File: src/rtl/ptd_params.svh
// offsets, reset values and field positions for the port t data block
`ifndef PTD_PARAMS_SVH
`define PTD_PARAMS_SVH
`define PTD_DATA_OFFSET 6'h00
`define PTD_DIR_OFFSET 6'h04
`define PTD_INPUT_OFFSET 6'h08
`define PTD_DATA_RESET 8'h00
`define PTD_DIR_RESET 8'h00
`define PTD_BIT_SHARED 3
`define PTD_PWM_MASK 8'h31
`define PTD_CLK_BIT 5
`endif

File: src/rtl/ptd_pkg.sv
// types shared by the port t data block
package ptd_pkg;
    // wishbone request as sampled by the slave
    typedef struct packed {
        logic cyc;
        logic stb;
        logic we;
        logic [5:0] adr;
        logic [3:0] sel;
        logic [31:0] dat;
    } ptd_wb_req_t;

    // alternative source enables coming from other units
    typedef struct packed {
        logic [7:0] tmr_en;
        logic [7:0] tmr_out;
        logic [7:0] pwm_en;
        logic [7:0] pwm_out;
        logic clk_en;
        logic clk_out;
    } ptd_alt_t;

    // complete module state
    typedef struct packed {
        logic [7:0] data_q;
        logic [7:0] pin_meta_q;
        logic [7:0] pin_sync_q;
        logic [7:0] pad_out_q;
        logic [7:0] pad_oe_q;
        logic ack_q;
        logic [31:0] rdat_q;
        logic err_q;
    } ptd_state_t;
endpackage

File: src/rtl/ptd_port.sv
// port t data register with per-pin output source priority
//
// Implementation choices: register access over Wishbone and the register offsets.
`timescale 1ns/1ns
`default_nettype none
`include "ptd_params.svh"
// Functional notes
// - free pins act as plain i/o steered by data and direction bits
// - general output drives the stored data bit onto the pin
// - read gives stored bit when direction is 1, else synced pin level
// - bits 7-6 and 3-1: enabled timer output overrides plain i/o
// - bit 5 chooses timer, routed pwm, clock output or plain i/o
// - bit 5: enabled timer output beats pwm, clock output and i/o
// - bit 5: without timer, enabled pwm beats clock output and i/o
// - bit 5: enabled clock output beats plain i/o when nothing higher is active
// - bits 4 and 0: enabled timer output beats pwm and plain i/o
// - bits 4 and 0: without timer, enabled pwm overrides plain i/o
module ptd_port
    import ptd_pkg::*;
(
    // clock and reset
    input wire logic SYS_CLK,
    input wire logic RSTN,
    // wishbone slave
    input wire logic WB_CYC_I,
    input wire logic WB_STB_I,
    input wire logic WB_WE_I,
    input wire logic [5:0] WB_ADR_I,
    input wire logic [3:0] WB_SEL_I,
    input wire logic [31:0] WB_DAT_I,
    output logic [31:0] WB_DAT_O,
    output logic WB_ACK_O,
    output logic WB_ERR_O,
    // direction and alternative sources from other units
    input wire logic [7:0] DIR,
    input wire logic [7:0] TIMER_MODULE_OUTPUT_EN,
    input wire logic [7:0] TIMER_MODULE_OUTPUT,
    input wire logic [7:0] PWM_ROUTE_EN,
    input wire logic [7:0] PWM_ROUTE_OUT,
    input wire logic PERIODIC_INTERRUPT_CLOCK_OUT_EN,
    input wire logic PERIODIC_INTERRUPT_CLOCK_OUT,
    // pads
    input wire logic [7:0] PAD_IN,
    output logic [7:0] PAD_OUT,
    output logic [7:0] PAD_OE
);

    ptd_state_t s_q;
    ptd_state_t s_d;
    ptd_alt_t alt;
    ptd_wb_req_t req;

    // ------------------------------------------------------------
    // helpers
    // ------------------------------------------------------------

    // pick one pin source in priority order; returns {oe, level}
    function automatic logic [1:0] pick_src(
        input logic t_en, input logic t_val,
        input logic p_en, input logic p_val,
        input logic c_en, input logic c_val,
        input logic dir, input logic dat);
        logic [1:0] r;
        if (t_en)
            r = {1'b1, t_val};
        else if (p_en)
            r = {1'b1, p_val};
        else if (c_en)
            r = {1'b1, c_val};
        else
            r = {dir, dat};
        return r;
    endfunction

    // merge write data into a byte under lane 0 select
    function automatic logic [7:0] wr_byte(
        input logic [7:0] old, input logic [31:0] wd, input logic s0);
        return s0 ? wd[7:0] : old;
    endfunction

    // ------------------------------------------------------------
    // next state
    // ------------------------------------------------------------

    // gather the loose inputs into carriers
    always_comb
    begin
        alt.tmr_en = TIMER_MODULE_OUTPUT_EN;
        alt.tmr_out = TIMER_MODULE_OUTPUT;
        alt.pwm_en = PWM_ROUTE_EN & `PTD_PWM_MASK;
        alt.pwm_out = PWM_ROUTE_OUT;
        alt.clk_en = PERIODIC_INTERRUPT_CLOCK_OUT_EN;
        alt.clk_out = PERIODIC_INTERRUPT_CLOCK_OUT;
        req.cyc = WB_CYC_I;
        req.stb = WB_STB_I;
        req.we = WB_WE_I;
        req.adr = WB_ADR_I;
        req.sel = WB_SEL_I;
        req.dat = WB_DAT_I;
    end

    // one process computes every next value
    always_comb
    begin
        logic [1:0] sel_r;
        logic [7:0] rd_view;
        logic hit;
        sel_r = 2'h0;
        rd_view = 8'h00;
        hit = 1'b0;
        s_d = s_q;
        // pads pass two flops before any logic reads them
        s_d.pin_meta_q = PAD_IN;
        s_d.pin_sync_q = s_q.pin_meta_q;
        // per-pin source priority; only bits 0,4,5 see routed pwm
        for (int i = 0; i < 8; i++)
        begin
            sel_r = pick_src(alt.tmr_en[i], alt.tmr_out[i],
                alt.pwm_en[i], alt.pwm_out[i],
                (i == `PTD_CLK_BIT) && alt.clk_en, alt.clk_out,
                DIR[i], s_q.data_q[i]);
            s_d.pad_oe_q[i] = sel_r[1];
            s_d.pad_out_q[i] = sel_r[0];
        end
        // read view mixes stored bits and pin levels per direction
        rd_view = (s_q.data_q & DIR) | (s_q.pin_sync_q & ~DIR);
        // ack lasts one cycle, then drops even if the master lingers
        s_d.ack_q = 1'b0;
        s_d.err_q = 1'b0;
        if (req.cyc && req.stb && !s_q.ack_q && !s_q.err_q)
        begin
            hit = 1'b1;
            s_d.rdat_q = 32'h0;
            case (req.adr)
                `PTD_DATA_OFFSET:
                begin
                    s_d.rdat_q = {24'h0, rd_view};
                    if (req.we)
                        s_d.data_q = wr_byte(s_q.data_q, req.dat,
                            req.sel[0]);
                end
                `PTD_DIR_OFFSET: s_d.rdat_q = {24'h0, DIR};
                `PTD_INPUT_OFFSET: s_d.rdat_q = {24'h0, s_q.pin_sync_q};
                default: hit = 1'b0;
            endcase
            s_d.ack_q = hit;
            s_d.err_q = !hit;
        end
    end

    // ------------------------------------------------------------
    // state register
    // ------------------------------------------------------------

    always_ff @(posedge SYS_CLK or negedge RSTN)
    begin
        if (!RSTN)
        begin
            s_q <= '0;
            s_q.data_q <= `PTD_DATA_RESET;
        end
        else
            s_q <= s_d;
    end

    // outputs straight from flops
    assign PAD_OUT = s_q.pad_out_q;
    assign PAD_OE = s_q.pad_oe_q;
    assign WB_ACK_O = s_q.ack_q;
    assign WB_ERR_O = s_q.err_q;
    assign WB_DAT_O = s_q.rdat_q;

    // ------------------------------------------------------------
    // checks
    // ------------------------------------------------------------

    a_timer_wins_pin: assert property (@(posedge SYS_CLK)
        disable iff (!RSTN)
        TIMER_MODULE_OUTPUT_EN[1] |=> PAD_OE[1] &&
            PAD_OUT[1] == $past(TIMER_MODULE_OUTPUT[1]))
        else $error("timer output lost pin 1");

    a_bit5_timer_first: assert property (@(posedge SYS_CLK)
        disable iff (!RSTN)
        TIMER_MODULE_OUTPUT_EN[5] && PWM_ROUTE_EN[5] |=>
            PAD_OUT[5] == $past(TIMER_MODULE_OUTPUT[5]))
        else $error("bit 5 timer did not win");

    a_bit5_pwm_second: assert property (@(posedge SYS_CLK)
        disable iff (!RSTN)
        !TIMER_MODULE_OUTPUT_EN[5] && PWM_ROUTE_EN[5] |=>
            PAD_OE[5] && PAD_OUT[5] == $past(PWM_ROUTE_OUT[5]))
        else $error("bit 5 pwm did not win");

    a_clock_out_third: assert property (@(posedge SYS_CLK)
        disable iff (!RSTN)
        !TIMER_MODULE_OUTPUT_EN[5] && !PWM_ROUTE_EN[5] &&
            PERIODIC_INTERRUPT_CLOCK_OUT_EN |=> PAD_OE[5] &&
            PAD_OUT[5] == $past(PERIODIC_INTERRUPT_CLOCK_OUT))
        else $error("clock output did not win");

    a_bit0_pwm_route: assert property (@(posedge SYS_CLK)
        disable iff (!RSTN)
        !TIMER_MODULE_OUTPUT_EN[0] && PWM_ROUTE_EN[0] |=>
            PAD_OE[0] && PAD_OUT[0] == $past(PWM_ROUTE_OUT[0]))
        else $error("bit 0 pwm not routed");

    a_bit4_timer_first: assert property (@(posedge SYS_CLK)
        disable iff (!RSTN)
        TIMER_MODULE_OUTPUT_EN[4] |=>
            PAD_OUT[4] == $past(TIMER_MODULE_OUTPUT[4]))
        else $error("bit 4 timer did not win");

    a_gpio_drive_data: assert property (@(posedge SYS_CLK)
        disable iff (!RSTN)
        TIMER_MODULE_OUTPUT_EN[7:6] == 2'h0 && DIR[7] |=>
            PAD_OE[7] && PAD_OUT[7] == $past(s_q.data_q[7]))
        else $error("output mode does not drive data");

    a_input_no_drive: assert property (@(posedge SYS_CLK)
        disable iff (!RSTN)
        !TIMER_MODULE_OUTPUT_EN[2] && !DIR[2] |=> !PAD_OE[2])
        else $error("input pin driven");

    a_read_mixes_dir: assert property (@(posedge SYS_CLK)
        disable iff (!RSTN)
        WB_CYC_I && WB_STB_I && !WB_WE_I && !WB_ACK_O && !WB_ERR_O &&
            WB_ADR_I == `PTD_DATA_OFFSET && DIR == 8'hff |=>
            WB_ACK_O && WB_DAT_O[7:0] == $past(s_q.data_q))
        else $error("read of output bits not stored value");

    a_ack_one_cycle: assert property (@(posedge SYS_CLK) disable iff (!RSTN)
        WB_ACK_O |=> !WB_ACK_O)
        else $error("ack held two cycles");

    // bit 0 timer beats the routed pwm as well
    a_bit0_timer_first: assert property (@(posedge SYS_CLK)
        disable iff (!RSTN)
        TIMER_MODULE_OUTPUT_EN[0] |=> PAD_OE[0] &&
            PAD_OUT[0] == $past(TIMER_MODULE_OUTPUT[0]))
        else $error("bit 0 timer did not win");

    // plain timer-only pins: bit 2
    a_bit2_timer_wins: assert property (@(posedge SYS_CLK)
        disable iff (!RSTN)
        TIMER_MODULE_OUTPUT_EN[2] |=> PAD_OE[2] &&
            PAD_OUT[2] == $past(TIMER_MODULE_OUTPUT[2]))
        else $error("timer output lost pin 2");

    // bit 4 takes routed pwm once its timer is off
    a_bit4_pwm_route: assert property (@(posedge SYS_CLK)
        disable iff (!RSTN)
        !TIMER_MODULE_OUTPUT_EN[4] && PWM_ROUTE_EN[4] |=>
            PAD_OE[4] && PAD_OUT[4] == $past(PWM_ROUTE_OUT[4]))
        else $error("bit 4 pwm not routed");

    // pwm enable on a timer-only pin must be ignored by the mask
    a_bit1_no_pwm: assert property (@(posedge SYS_CLK)
        disable iff (!RSTN)
        !TIMER_MODULE_OUTPUT_EN[1] && PWM_ROUTE_EN[1] && DIR[1] |=>
            PAD_OE[1] && PAD_OUT[1] == $past(s_q.data_q[1]))
        else $error("pwm leaked onto bit 1");

    // bit 5 timer also beats the clock output
    a_bit5_timer_clock: assert property (@(posedge SYS_CLK)
        disable iff (!RSTN)
        TIMER_MODULE_OUTPUT_EN[5] && PERIODIC_INTERRUPT_CLOCK_OUT_EN |=>
            PAD_OE[5] && PAD_OUT[5] == $past(TIMER_MODULE_OUTPUT[5]))
        else $error("bit 5 timer lost to clock");

    // bit 5 pwm beats the clock output
    a_bit5_pwm_clock: assert property (@(posedge SYS_CLK)
        disable iff (!RSTN)
        !TIMER_MODULE_OUTPUT_EN[5] && PWM_ROUTE_EN[5] &&
            PERIODIC_INTERRUPT_CLOCK_OUT_EN |=>
            PAD_OUT[5] == $past(PWM_ROUTE_OUT[5]))
        else $error("bit 5 pwm lost to clock");

    // bit 5 falls back to plain output when all three are off
    a_bit5_gpio_last: assert property (@(posedge SYS_CLK)
        disable iff (!RSTN)
        !TIMER_MODULE_OUTPUT_EN[5] && !PWM_ROUTE_EN[5] &&
            !PERIODIC_INTERRUPT_CLOCK_OUT_EN && DIR[5] |=>
            PAD_OE[5] && PAD_OUT[5] == $past(s_q.data_q[5]))
        else $error("bit 5 plain output lost");

    // bit 0 plain output when no source claims it
    a_bit0_gpio_last: assert property (@(posedge SYS_CLK)
        disable iff (!RSTN)
        !TIMER_MODULE_OUTPUT_EN[0] && !PWM_ROUTE_EN[0] && DIR[0] |=>
            PAD_OE[0] && PAD_OUT[0] == $past(s_q.data_q[0]))
        else $error("bit 0 plain output lost");

    // an idle input pin must never be driven
    a_bit4_input_off: assert property (@(posedge SYS_CLK)
        disable iff (!RSTN)
        !TIMER_MODULE_OUTPUT_EN[4] && !PWM_ROUTE_EN[4] && !DIR[4] |=>
            !PAD_OE[4])
        else $error("input pin 4 driven");

    // bit 5 input needs the clock output off too
    a_bit5_input_off: assert property (@(posedge SYS_CLK)
        disable iff (!RSTN)
        !TIMER_MODULE_OUTPUT_EN[5] && !PWM_ROUTE_EN[5] &&
            !PERIODIC_INTERRUPT_CLOCK_OUT_EN && !DIR[5] |=> !PAD_OE[5])
        else $error("input pin 5 driven");

    // input bits read back the synchronised pin level
    a_read_input_bits: assert property (@(posedge SYS_CLK)
        disable iff (!RSTN)
        WB_CYC_I && WB_STB_I && !WB_WE_I && !WB_ACK_O && !WB_ERR_O &&
            WB_ADR_I == `PTD_DATA_OFFSET && DIR == 8'h00 |=>
            WB_ACK_O && WB_DAT_O[7:0] == $past(s_q.pin_sync_q))
        else $error("read of input bits not pin level");

    // unmapped offsets answer with an error pulse only
    a_err_unmapped: assert property (@(posedge SYS_CLK)
        disable iff (!RSTN)
        WB_CYC_I && WB_STB_I && !WB_ACK_O && !WB_ERR_O &&
            WB_ADR_I != `PTD_DATA_OFFSET && WB_ADR_I != `PTD_DIR_OFFSET &&
            WB_ADR_I != `PTD_INPUT_OFFSET |=> WB_ERR_O && !WB_ACK_O)
        else $error("unmapped access not refused");

    // a write with lane 0 selected lands in the data bits
    a_write_lands: assert property (@(posedge SYS_CLK)
        disable iff (!RSTN)
        WB_CYC_I && WB_STB_I && WB_WE_I && !WB_ACK_O && !WB_ERR_O &&
            WB_ADR_I == `PTD_DATA_OFFSET && WB_SEL_I[0] |=>
            s_q.data_q == $past(WB_DAT_I[7:0]))
        else $error("data write did not land");

    // without lane 0 the stored bits must not move
    a_write_no_lane: assert property (@(posedge SYS_CLK)
        disable iff (!RSTN)
        WB_CYC_I && WB_STB_I && WB_WE_I && !WB_ACK_O && !WB_ERR_O &&
            WB_ADR_I == `PTD_DATA_OFFSET && !WB_SEL_I[0] |=>
            $stable(s_q.data_q))
        else $error("unselected lane changed data");

    // no answer without a cycle in progress
    a_idle_no_answer: assert property (@(posedge SYS_CLK)
        disable iff (!RSTN)
        !WB_CYC_I |=> !WB_ACK_O && !WB_ERR_O)
        else $error("answer without a cycle");

    // the error pulse is one cycle, like ack
    a_err_one_cycle: assert property (@(posedge SYS_CLK)
        disable iff (!RSTN)
        WB_ERR_O |=> !WB_ERR_O)
        else $error("err held two cycles");

endmodule
`default_nettype wire

File: config.mk
export PLATFORM = sky130hd
export DESIGN_NAME = ptd_port
export DESIGN_NICKNAME = d
export VERILOG_FILES = /design/src/rtl/ptd_pkg.sv /design/src/rtl/ptd_port.sv
export VERILOG_INCLUDE_DIRS = /design/src /design/src/rtl
export SDC_FILE = /design/constraint.sdc
export NUM_CORES = 1
export LEC_CHECK = 0
export BUFFER_PORTS_ARGS = -buffer_cell sky130_fd_sc_hd__buf_2
export CORE_MARGIN = 5
export CORE_UTILIZATION = 46
export CTS_CLUSTER_SIZE = 14
export DETAILED_ROUTE_END_ITERATION = 10
export GPL_ROUTABILITY_DRIVEN = 1
export PLACE_DENSITY_LB_ADDON = 0.1
export SLEW_MARGIN = 20
export SYNTH_ARGS = -nofsm -noshare
export SYNTH_HDL_FRONTEND = slang
export SYNTH_SLANG_ARGS = --single-unit
File: constraint.sdc
create_clock -name SYS_CLK -period 2.1 [get_ports SYS_CLK]
set_input_delay 0.21 -clock SYS_CLK [delete_from_list [all_inputs] [get_ports SYS_CLK]]
set_output_delay 0.21 -clock SYS_CLK [all_outputs]
set_load 0.02 [all_outputs]
==> flow_metrics.py, run 1 <==
metrics = {
    "worst_setup_path": {
        "path_buf_inv": 0,
        "start_kind": "flip-flop",
        "cp_slowest_cell": "dfrtp_1",
        "cp_data_arrival_time_ns": 1.52,
        "cp_top_family": "simple AND/OR/NAND/NOR gates",
        "ff2ff_setup_slack_ns": 0.76,
        "r2r_end": "s_q[70]",
        "path_depth": 3,
        "cp_cell_sequence": "nand4bb_1 > nand3b_4 > mux2_2",
        "cp.required_ns": 2.28,
        "critPathMaxStageDelay_ns": 0.39,
        "cp-end-kind": "flip-flop",
        "crit_path_max_fanout": 8,
        "crit_type": "reg -> reg",
        "r2r_start": "WB_ERR_O",
        "r2r.worst_path.cells": 3,
    },
    "timing": {
        "setup_viol": 0,
        "period_minus_slack_ns": 1.34,
        "fin_crit_sh_pct": 63.7,
        "fin_skew_ns": 0.00581,
        "tightest_slew_ns": 0.680,
        "fmax_mhz": 747,
        "rsz0062_at_grt": "no",
        "finalHoldViolCount": 0,
        "relSlewSlack_pct": 54.7,
        "maxSlewViolCount": 0,
        "final.setup.tns_ns": 0,
    },
    "cells_and_area": {
        "multi_input_area_um2": 754,
        "syn_to_final_growth_pct": 16.6,
        "final_area_um2": 2680,
        "final_cell_mix": "buf_2, dfrtp_1, conb_1",
        "drive_above_1_share_pct": 50.0,
        "antenna_cells": 0,
        "regArea_um2": 1250,
        "mostFrequentLayoutCell": "buf_2",
        "fin_nets": 350,
        "fillers": 431,
    },
    "placed_design": {
        "placed_cell_area_um2": 2540,
        "portBuffers": 85,
        "hpwl_mm": 3.33,
        "gp_congestion": 0.667,
    },
    "status": {
        "status": "completed",
    },
    "floorplanning": {
        "die_w_um": 80.7,
        "num_io_pins": 147,
        "die_area_um2": 6500,
        "fp.dieH_um": 80.7,
        "std_cell_rows": 25,
        "initial_core_util_pct": 48.0,
        "core-area_um2": 4790,
    },
    "synthesis": {
        "synth_cell_type_count": 23,
        "synthAdderAreaFrac_pct": 0,
        "synth_cells": 182,
        "synth_area_leader_cell": "dfrtp_1",
        "synth_compound_area_share_pct": 8.28,
        "avgSynthCellArea_um2": 12.6,
        "synth_warnings": 0,
        "syn_area_um2": 2300,
        "synth_seq_cells": 50,
        "seq_area_frac_synth_pct": 54.5,
        "synth.top_cells.by_area": "dfrtp_1, buf_4, mux2_2",
        "synth-simple-area-share_pct": 12.5,
        "yosys.area.top_type_share_pct": 54.5,
        "synth_xor_area_share_pct": 0,
        "synth_top_family_by_area": "buffers and inverters",
        "synth_mux_area_share_pct": 8.17,
    },
    "pwr": {
        "p_leak_nw": 1.40,
        "fin_total_pwr_mw": 1.84,
        "power_density_nw_per_um2": 689,
        "vdd_ir_drop_max_mv": 0.476,
    },
    "global_routing": {
        "grt_overflow": 0,
        "grt_max_degree": 32,
        "antenna_found_initial": 0,
        "grt_pass1_wl_mm": 6.96,
        "grt_pass1_vias": 1469,
        "track_usage_pct": 14.3,
    },
    "clock_tree": {
        "clock_path_buffers": 2,
        "clkTransAtPathRegs_ns": 0.09,
        "cts_buffers": 5,
        "worstSkewPairLatency_ns": 0.30,
        "cts_resized": 0,
        "cts.sinks": 50,
        "cts_root_buffer": "clkbuf_8",
        "cts_max_level": 2,
        "tritoncts": "built",
    },
    "route": {
        "wl_mm": 4.40,
        "route.detailed.drc": 0,
        "wl_met2_mm": 2.15,
        "wl_per_cell_um": 13.7,
        "dr_wl_met3_um": 446,
        "top_layer_used": "met4",
        "postRouteAntennaNets": 0,
        "vias": 1427,
        "firstDrtPassIters": 4,
        "routed_via_density": 4.45,
        "drt-met1-wl_mm": 1.78,
        "drtIter0Drc": 39,
    },
    "min_path": {
        "hold_depth": 1,
        "hp-class": "in -> reg",
        "min_delay_worst_endpoint": "s_d[50]",
        "hold_start": "PAD_IN[0]",
    },
    "run": {
        "cap_violations": 0,
    },
}
==> where the power goes <==
part	switching [mW]	leakage, nW	internal [mW]	total (mW)
registers	0.0121	0.617	1.00	1.01
logic	0.155	0.739	0.0976	0.253
clock network	0.313	0.0472	0.265	0.578
==> synthesized netlist by cell type <==
cell,count
nand2_4,1
a21oi_1,9
or3_1,2
mux2i_1,3
or4_1,1
nor4_4,1
o41ai_2,8
or2_2,5
clkbuf_1,2
nor3b_1,8
o21ai_0,3
buf_2,1
mux2_2,14
nand3b_4,1
and4bb_2,1
nor2b_1,8
nand2_1,12
inv_1,1
nand4bb_1,1
dfrtp_1,50
conb_1,1
buf_4,48
nor2_1,1
==> final cells by class <==
class	instances	share of cell area, %
Inverter	1	0.140
Clock inverter	2	0.468
Clock buffer	6	3.09
Multi-Input combinational cell	103	28.2
Timing Repair Buffer	92	18.2
Sequential cell	50	46.8
Tap cell	67	3.13
==> per-layer routing <==
| layer | track usage, % | vias to the layer above |
|---|---|---|
| met5 | 0 | - |
| met4 | 4.05 | 0 |
| met3 | 5.27 | 2 |
| met2 | 23.2 | 64 |
| met1 | 17.9 | 674 |
| li1 | - | 687 |
==> flip-flops by register name, summed over array words and instances (netlist names) <==
signal    flops
s_q          16
PAD_OE        8
PAD_OUT       8
WB_DAT_O      8
s_d           8
WB_ACK_O      1
WB_ERR_O      1
==> through the flow <==
stage	hold WS [ns]	cells	utilization, %	setup WS (ns)
6_report	0.0126	321	55.9	0.761
5_1_grt	0.00324	321	55.9	0.661
4_1_cts	0.00254	318	55.3	0.744
3_5_place_dp	0.299	309	53.1	0.624
3_3_place_gp	0.301	309	53.1	0.630
2_1_floorplan	-0.0856	205	-	0.627
==> kinds of logic (layout without fill, tap and decap cells) <==
group                  after synthesis  count (layout)
AOI/OAI and AO/OA                   20              20
muxes                               17              17
and+or+nand+nor                     42              42
buffers and inverters               52             101
other                                1              24
DFF                                 50              50
==> worst register-to-register path, cell delays in order, from the launching register on <==
cell	delay, ns
dfrtp_1	0.39
nand4bb_1	0.23
nand3b_4	0.28
mux2_2	0.33
==> repair_timing <==
action	CTS	global route
setup buffers	0	0
hold buffers	1	3
hold endpoints to repair	29	3
==> worst max-delay path by stage <==
stage / from / endpoint / slack, ns
3_5_place_dp: WB_ADR_I[1] / s_q[67] / 0.62
2_1_floorplan: WB_ERR_O / s_q[66] / 0.63
5_1_grt: WB_ERR_O / WB_DAT_O[3] / 0.66
3_3_place_gp: WB_ADR_I[1] / s_q[66] / 0.63
4_1_cts: WB_ERR_O / s_q[70] / 0.74
6_report: WB_ERR_O / s_q[70] / 0.76
Power figures use the tool's default switching activity.
==> run 2, diff against run 1 <==
--- a/config.mk
+++ b/config.mk
@@ -6,9 +6,10 @@
 export SDC_FILE = /design/constraint.sdc
 export NUM_CORES = 1
 export LEC_CHECK = 0
+export ABC_AREA = 1
 export BUFFER_PORTS_ARGS = -buffer_cell sky130_fd_sc_hd__buf_2
 export CORE_MARGIN = 5
-export CORE_UTILIZATION = 46
+export CORE_UTILIZATION = 43
 export CTS_CLUSTER_SIZE = 14
 export DETAILED_ROUTE_END_ITERATION = 10
 export GPL_ROUTABILITY_DRIVEN = 1
==> constraint.sdc (replaced) <==
create_clock -name SYS_CLK -period 1.3 [get_ports SYS_CLK]
set_input_delay 0.13 -clock SYS_CLK [delete_from_list [all_inputs] [get_ports SYS_CLK]]
set_output_delay 0.13 -clock SYS_CLK [all_outputs]
set_load 0.02 [all_outputs]
==> run 2 against run 1 <==
  * First-iteration DRC count is 72% higher
  * Highest routed layer unchanged
  * Critical endpoint is now WB_DAT_O[6]
  * Largest power group unchanged
  * Clock skew is 0.0016 ns higher
  * Via count is 28% higher
  * Total power is 71% higher
  * Final cell count is 28% higher
  * Synthesized cell count is 43% higher
  * Setup slack worse by 0.59 ns
==> flow_metrics.py, run 2 <==
metrics = {
    "global_routing": {
        "grt_max_degree": 51,
        "grt_pass1_wl_mm": 8.26,
        "grt_pass1_vias": 1871,
        "antenna_found_initial": 0,
        "grt_overflow": 0,
        "track_usage_pct": 14.5,
    },
    "floorplanning": {
        "num_io_pins": 147,
        "core-area_um2": 5470,
        "initial_core_util_pct": 44.1,
        "fp.dieH_um": 84.9,
        "std_cell_rows": 27,
        "die_area_um2": 7210,
        "die_w_um": 84.9,
    },
    "synthesis": {
        "yosys.area.top_type_share_pct": 51.9,
        "synth_cell_type_count": 22,
        "synth_warnings": 0,
        "async_flop_share_pct": 100,
        "synth_seq_cells": 50,
        "avgSynthCellArea_um2": 9.24,
        "ys.flop_type": "dfrtp_1",
        "yosysMostFrequentCell": "nand2_1",
        "seq_area_frac_synth_pct": 51.9,
        "synth_edf_count": 0,
        "syn_area_um2": 2410,
        "synth_commonest_cells": "nand2_1, dfrtp_1, buf_4",
        "synth_area_leader_cell": "dfrtp_1",
        "synth_cells": 261,
        "synth.top_cells.by_area": "dfrtp_1, buf_4, nand2_1",
    },
    "run": {
        "cap_violations": 0,
    },
    "timing": {
        "hold_ws_ns": 0.0292,
        "fin_crit_sh_pct": 86.8,
        "setup_ws_ns": 0.171,
        "relSlewSlack_pct": 63.0,
        "rsz0062_at_grt": "no",
        "period_minus_slack_ns": 1.13,
        "setup_viol": 0,
        "maxSlewViolCount": 0,
        "fmax_mhz": 886,
        "fin_skew_ns": 0.00737,
        "finalHoldViolCount": 0,
        "final.setup.tns_ns": 0,
        "tightest_slew_ns": 0.553,
    },
    "worst_setup_path": {
        "cp.required_ns": 1.54,
        "ff2ff_setup_slack_ns": 0.17,
        "r2r_end": "WB_DAT_O[6]",
        "critPathMaxStageDelay_ns": 0.38,
        "cp_slowest_cell": "dfrtp_1",
        "crit_type": "reg -> reg",
        "cp_common_cell": "nand2_1",
        "r2r.worst_path.cells": 6,
        "cp_data_arrival_time_ns": 1.37,
        "crit_path_max_fanout": 10,
        "r2r_start": "WB_ACK_O",
        "start_kind": "flip-flop",
        "cp-end-kind": "flip-flop",
        "cp_cell_sequence": "nor2_1 > nand3_1 > buf_4 > inv_2 > nand2_1 > nand2_1",
    },
    "route": {
        "routed_via_density": 4.45,
        "postRouteAntennaNets": 0,
        "firstDrtPassIters": 3,
        "wl_per_cell_um": 11.9,
        "wl_mm": 4.90,
        "route.detailed.drc": 0,
        "drtIter0Drc": 67,
        "vias": 1833,
    },
    "cells_and_area": {
        "antenna_cells": 0,
        "drive_above_1_share_pct": 35.0,
        "fin_nets": 436,
        "syn_to_final_growth_pct": 19.9,
        "final_area_um2": 2890,
        "largest_reg_flops": 16,
        "regMostFlops": "s_q",
        "final-instance-count-excl-fill": 412,
        "final_cell_mix": "buf_2, nand2_1, dfrtp_1",
        "mostFrequentLayoutCell": "buf_2",
        "fin_util_pct": 52.9,
    },
    "min_path": {
        "hp-class": "in -> reg",
        "hold_start": "TIMER_MODULE_OUTPUT_EN[7]",
        "min_delay_worst_endpoint": "PAD_OE[7]",
        "hold_depth": 2,
    },
    "clock_tree": {
        "cts_buffers": 5,
        "cts_root_buffer": "clkbuf_8",
        "cts_max_level": 2,
        "clkTransAtPathRegs_ns": 0.09,
        "worstSkewPairLatency_ns": 0.31,
        "cts.sinks": 50,
        "tritoncts": "built",
        "clock_path_buffers": 2,
        "cts_setup_buffers": 0,
    },
    "placed_design": {
        "dp_cells": 395,
        "placed_cell_area_um2": 2690,
        "portBuffers": 85,
        "hpwl_mm": 3.72,
        "pre_cts_ws_ns": 0.0284,
        "gp_congestion": 0.740,
    },
    "pwr": {
        "fin_total_pwr_mw": 3.15,
        "vdd_ir_drop_max_mv": 0.531,
        "power_density_nw_per_um2": 1090,
        "p_leak_nw": 1.59,
    },
    "status": {
        "status": "completed",
    },
}
run 2: cell types whose count changed after synthesis, sizes merged, moves of 9 or more:
cell	delta
inv	+18
nand2	+52
mux2	-9
nand3	+18
nor2	+12
nand4	+16
run 2: metal layers:
| layer | track usage, % | part of all wire (%) | vias up |
|---|---|---|---|
| li1 | - | - | 923 |
| met1 | 15.9 | 38 | 838 |
| met2 | 25.9 | 52 | 62 |
| met3 | 4.17 | 8.5 | 10 |
| met4 | 6.04 | 2.1 | 0 |
| met5 | 0 | 0 | - |
run 2: cell type report:
class | instances | area [um2]
clock buffer | 5 | 68.8
inverter | 19 | 71.3
tap | 72 | 90.1
multi-input combinational | 163 | 798
fill | 568 | 2580
sequential | 50 | 1250
timing repair buffer | 100 | 573
clock inverter | 3 | 40.0
run 2: how the worst max path moves through the flow:
stage          cells after the start     endpoint   startpoint  slack, ns
6_report                           6  WB_DAT_O[6]     WB_ACK_O       0.17
5_1_grt                            6  WB_DAT_O[0]     WB_ACK_O       0.02
4_1_cts                            6      s_q[66]     WB_ACK_O       0.04
3_5_place_dp                       7      s_q[66]  WB_ADR_I[5]       0.03
3_3_place_gp                       7      s_q[66]  WB_ADR_I[5]       0.01
2_1_floorplan                      6  WB_DAT_O[0]     WB_ACK_O       0.04
run 2: critical path, delay by kind of cell (launching register included):
family	cells	cell delay [ns]
buffers and inverters	2	0.33
and+or+nand+nor	4	0.34
DFF	1	0.38
run 2: logic make-up (layout without fill, tap and decap cells):
group / count (synthesis) / after routing / share of synthesized area (%)
AO/OA/AOI/OAI: 16 / 16 / 3.63
buffers and inverters: 71 / 127 / 18.9
flip-flops: 50 / 50 / 51.9
multiplexers: 5 / 5 / 2.33
other: 1 / 24 / 0.155
AND/OR/NAND/NOR: 118 / 118 / 23.1
run 2: repair_timing:
action,CTS,global route
hold buffers,9,0
resized for setup,0,1
endpoints found under the hold margin,58,0
endpoints found under the setup margin,0,8
run 2: power breakdown:
group | leakage [nW] | internal, mW | switching, mW
combinational | 0.917 | 0.164 | 0.274
clock | 0.0579 | 0.567 | 0.505
sequential | 0.615 | 1.62 | 0.0228
total | 1.59 | 2.35 | 0.801
==> run 3, diff against run 2 <==
--- a/config.mk
+++ b/config.mk
@@ -13,7 +13,9 @@
 export CTS_CLUSTER_SIZE = 14
 export DETAILED_ROUTE_END_ITERATION = 10
 export GPL_ROUTABILITY_DRIVEN = 1
+export GPL_TIMING_DRIVEN = 0
 export PLACE_DENSITY_LB_ADDON = 0.1
+export SETUP_SLACK_MARGIN = 0.4
 export SLEW_MARGIN = 20
 export SYNTH_ARGS = -nofsm -noshare
 export SYNTH_HDL_FRONTEND = slang
==> constraint.sdc (replaced) <==
create_clock -name SYS_CLK -period 1.06 [get_ports SYS_CLK]
set_input_delay 0.106 -clock SYS_CLK [delete_from_list [all_inputs] [get_ports SYS_CLK]]
set_output_delay 0.106 -clock SYS_CLK [all_outputs]
set_load 0.02 [all_outputs]
==> run 3 against run 2 <==
  * The run now ends with hold timing, setup timing left
  * Setup slack worse by 0.26 ns
  * Global-route usage increased by 0.90 points
  * Via count rose by 12%
  * Combinational power is 76% higher
  * Clock skew is 0.0038 ns lower
  * Sequential power up 23%
  * Worst hold slack worse by 0.22 ns
  * Sequential share of layout area is 8.3 points lower
  * Register-to-register slack lost 0.26 ns
  * Total power rose by 31%
  * Critical path type unchanged
  * Critical endpoint is now s_q[68]
==> flow_metrics.py, run 3 (synthesized netlist as in run 2, its figures left out) <==
metrics = {
    "worst_setup_path": {
        "crit_type": "reg -> reg",
        "start_kind": "flip-flop",
        "ff2ff_setup_slack_ns": -0.09,
        "r2r.worst_path.cells": 6,
        "setup.worst_path.start": "WB_ACK_O",
        "crit_path_end": "s_q[68]",
        "cp-end-kind": "flip-flop",
        "path_depth": 6,
        "cp_slowest_cell": "dfrtp_2",
        "cp_data_arrival_time_ns": 1.35,
        "critPathMaxStageDelay_ns": 0.42,
        "r2r_start": "WB_ACK_O",
        "cp.required_ns": 1.26,
        "crit_path_max_fanout": 8,
        "r2r_end": "s_q[68]",
        "path_buf_inv": 0,
        "cp_top_family": "simple AND/OR/NAND/NOR gates",
        "cp_cell_sequence": "nor2_2 > nand3_2 > nor2_4 > nand2_4 > nand2_1 > nand2_1",
        "cp_common_cell": "nand2_1",
    },
    "cells_and_area": {
        "drive_above_1_share_pct": 45.5,
        "syn_to_final_growth_pct": 48.7,
        "fin_nets": 489,
        "antenna_cells": 0,
        "final_cell_mix": "buf_2, nand2_1, buf_6",
        "largest_reg_flops": 16,
        "final-instance-count-excl-fill": 465,
        "regMostFlops": "s_q",
    },
    "floorplanning": {
        "initial_core_util_pct": 44.1,
        "num_io_pins": 147,
        "core-area_um2": 5470,
        "fp.dieH_um": 84.9,
        "std_cell_rows": 27,
        "die_area_um2": 7210,
        "die_w_um": 84.9,
    },
    "route": {
        "firstDrtPassIters": 4,
        "routed_via_density": 4.41,
        "vias": 2050,
        "wl_per_cell_um": 11.6,
        "postRouteAntennaNets": 0,
        "drtIter0Drc": 82,
        "route.detailed.drc": 0,
        "wl_mm": 5.41,
    },
    "timing": {
        "tightest_slew_ns": 0.615,
        "finalHoldViolCount": 50,
        "relSlewSlack_pct": 59.0,
        "hold_ws_ns": -0.187,
        "final.setup.tns_ns": -0.667,
        "maxSlewViolCount": 0,
        "setup_viol": 11,
        "setup_ws_ns": -0.0885,
        "fmax_mhz": 871,
        "fin_skew_ns": 0.00354,
        "fin_crit_sh_pct": 108,
        "rsz0062_at_grt": "yes",
        "period_minus_slack_ns": 1.15,
    },
    "clock_tree": {
        "cts_root_buffer": "clkbuf_8",
        "cts_max_level": 2,
        "cts.sinks": 50,
        "tritoncts": "built",
        "worstSkewPairLatency_ns": 0.30,
        "clkTransAtPathRegs_ns": 0.09,
        "postCtsHoldBufs": 8,
        "cts_buffers": 5,
        "clock_path_buffers": 2,
    },
    "placed_design": {
        "dp_cells": 441,
        "hpwl_mm": 3.85,
        "gp_congestion": 0.795,
        "portBuffers": 85,
    },
    "pwr": {
        "clkPwrFrac_pct": 32.2,
        "pwr-share-comb_pct": 18.7,
        "fin_total_pwr_mw": 4.12,
        "power_density_nw_per_um2": 1150,
        "swShare_pct": 25.2,
        "p_leak_nw": 1.97,
        "p_int_mw": 3.08,
        "vdd_ir_drop_max_mv": 0.767,
        "sequentialPowerShare_pct": 49.2,
        "power.switching_mw": 1.04,
    },
    "global_routing": {
        "grt_pass1_wl_mm": 8.95,
        "track_usage_pct": 15.4,
        "grt_pass1_vias": 2045,
        "antenna_found_initial": 0,
        "grt_overflow": 0,
        "grt_max_degree": 51,
    },
    "status": {
        "failed_checks": "hold timing, setup timing",
        "status": "complete, but fails checks",
    },
    "run": {
        "cap_violations": 0,
    },
    "min_path": {
        "hp-class": "in -> async",
    },
}
## run 3: what timing repair did
action                                  in CTS  in global routing
endpoints found under the hold margin       58                 50
setup buffers                                6                  2
gates resized for setup                     82                  3
cloned                                       0                  0
pin swaps                                    6                  2
endpoints found under the setup margin     102                 52
## run 3: worst min path at each step
stage	from	end	slack, ns	cells after the start
4_1_cts	RSTN	PAD_OUT[6]	-0.16	1
3_3_place_gp	PAD_IN[7]	s_d[57]	0.22	1
3_5_place_dp	PAD_IN[0]	s_d[50]	0.22	1
2_1_floorplan	RSTN	PAD_OE[0]	-0.19	0
5_1_grt	RSTN	PAD_OUT[6]	-0.13	1
6_report	RSTN	PAD_OUT[6]	-0.19	1
## run 3: final cells by class
class,instances,area [um2]
tap,72,90.1
multi-input combinational,163,841
inverter,19,78.8
sequential,50,1250
fill,468,1890
timing repair buffer,101,728
buffer,52,485
clock inverter,2,37.5
clock buffer,6,72.6
## run 3: worst reg2reg max path, delay by kind of cell (launching register included)
kind	cells	cell delay [ns]
DFF	1	0.42
and+or+nand+nor	6	0.63
## run 3: per-layer routing
metal  up-vias  wire [um]  GRT usage, %
met5         -          0             0
li1       1032          -             -
met3        11        427          3.98
met4         0        102          5.61
met1       934       2130          17.7
met2        73       2760          27.4
## run 3: power by group through the flow
stage                     Clock (mW)  Sequential, mW  Combinational, mW
after floorplan                    0            2.05              0.397
after global placement             0            2.05              0.629
after detailed placement           0            2.05              0.637
after CTS                       1.37            2.02              0.766
after global routing            1.43            2.03              0.838
final                           1.32            2.02              0.769
## run 3: stage by stage
| stage | setup slack [ns] | hold WS (ns) | util [%] | instance area (um2) |
|---|---|---|---|---|
| 2_1_floorplan | -0.110 | -0.190 | - | 2540 |
| 3_3_place_gp | -0.254 | 0.215 | 55.8 | 3050 |
| 3_5_place_dp | -0.262 | 0.215 | 55.8 | 3050 |
| 4_1_cts | -0.101 | -0.163 | 65.1 | 3560 |
| 5_1_grt | -0.158 | -0.131 | 65.5 | 3590 |
| 6_report | -0.0885 | -0.187 | 65.5 | 3590 |
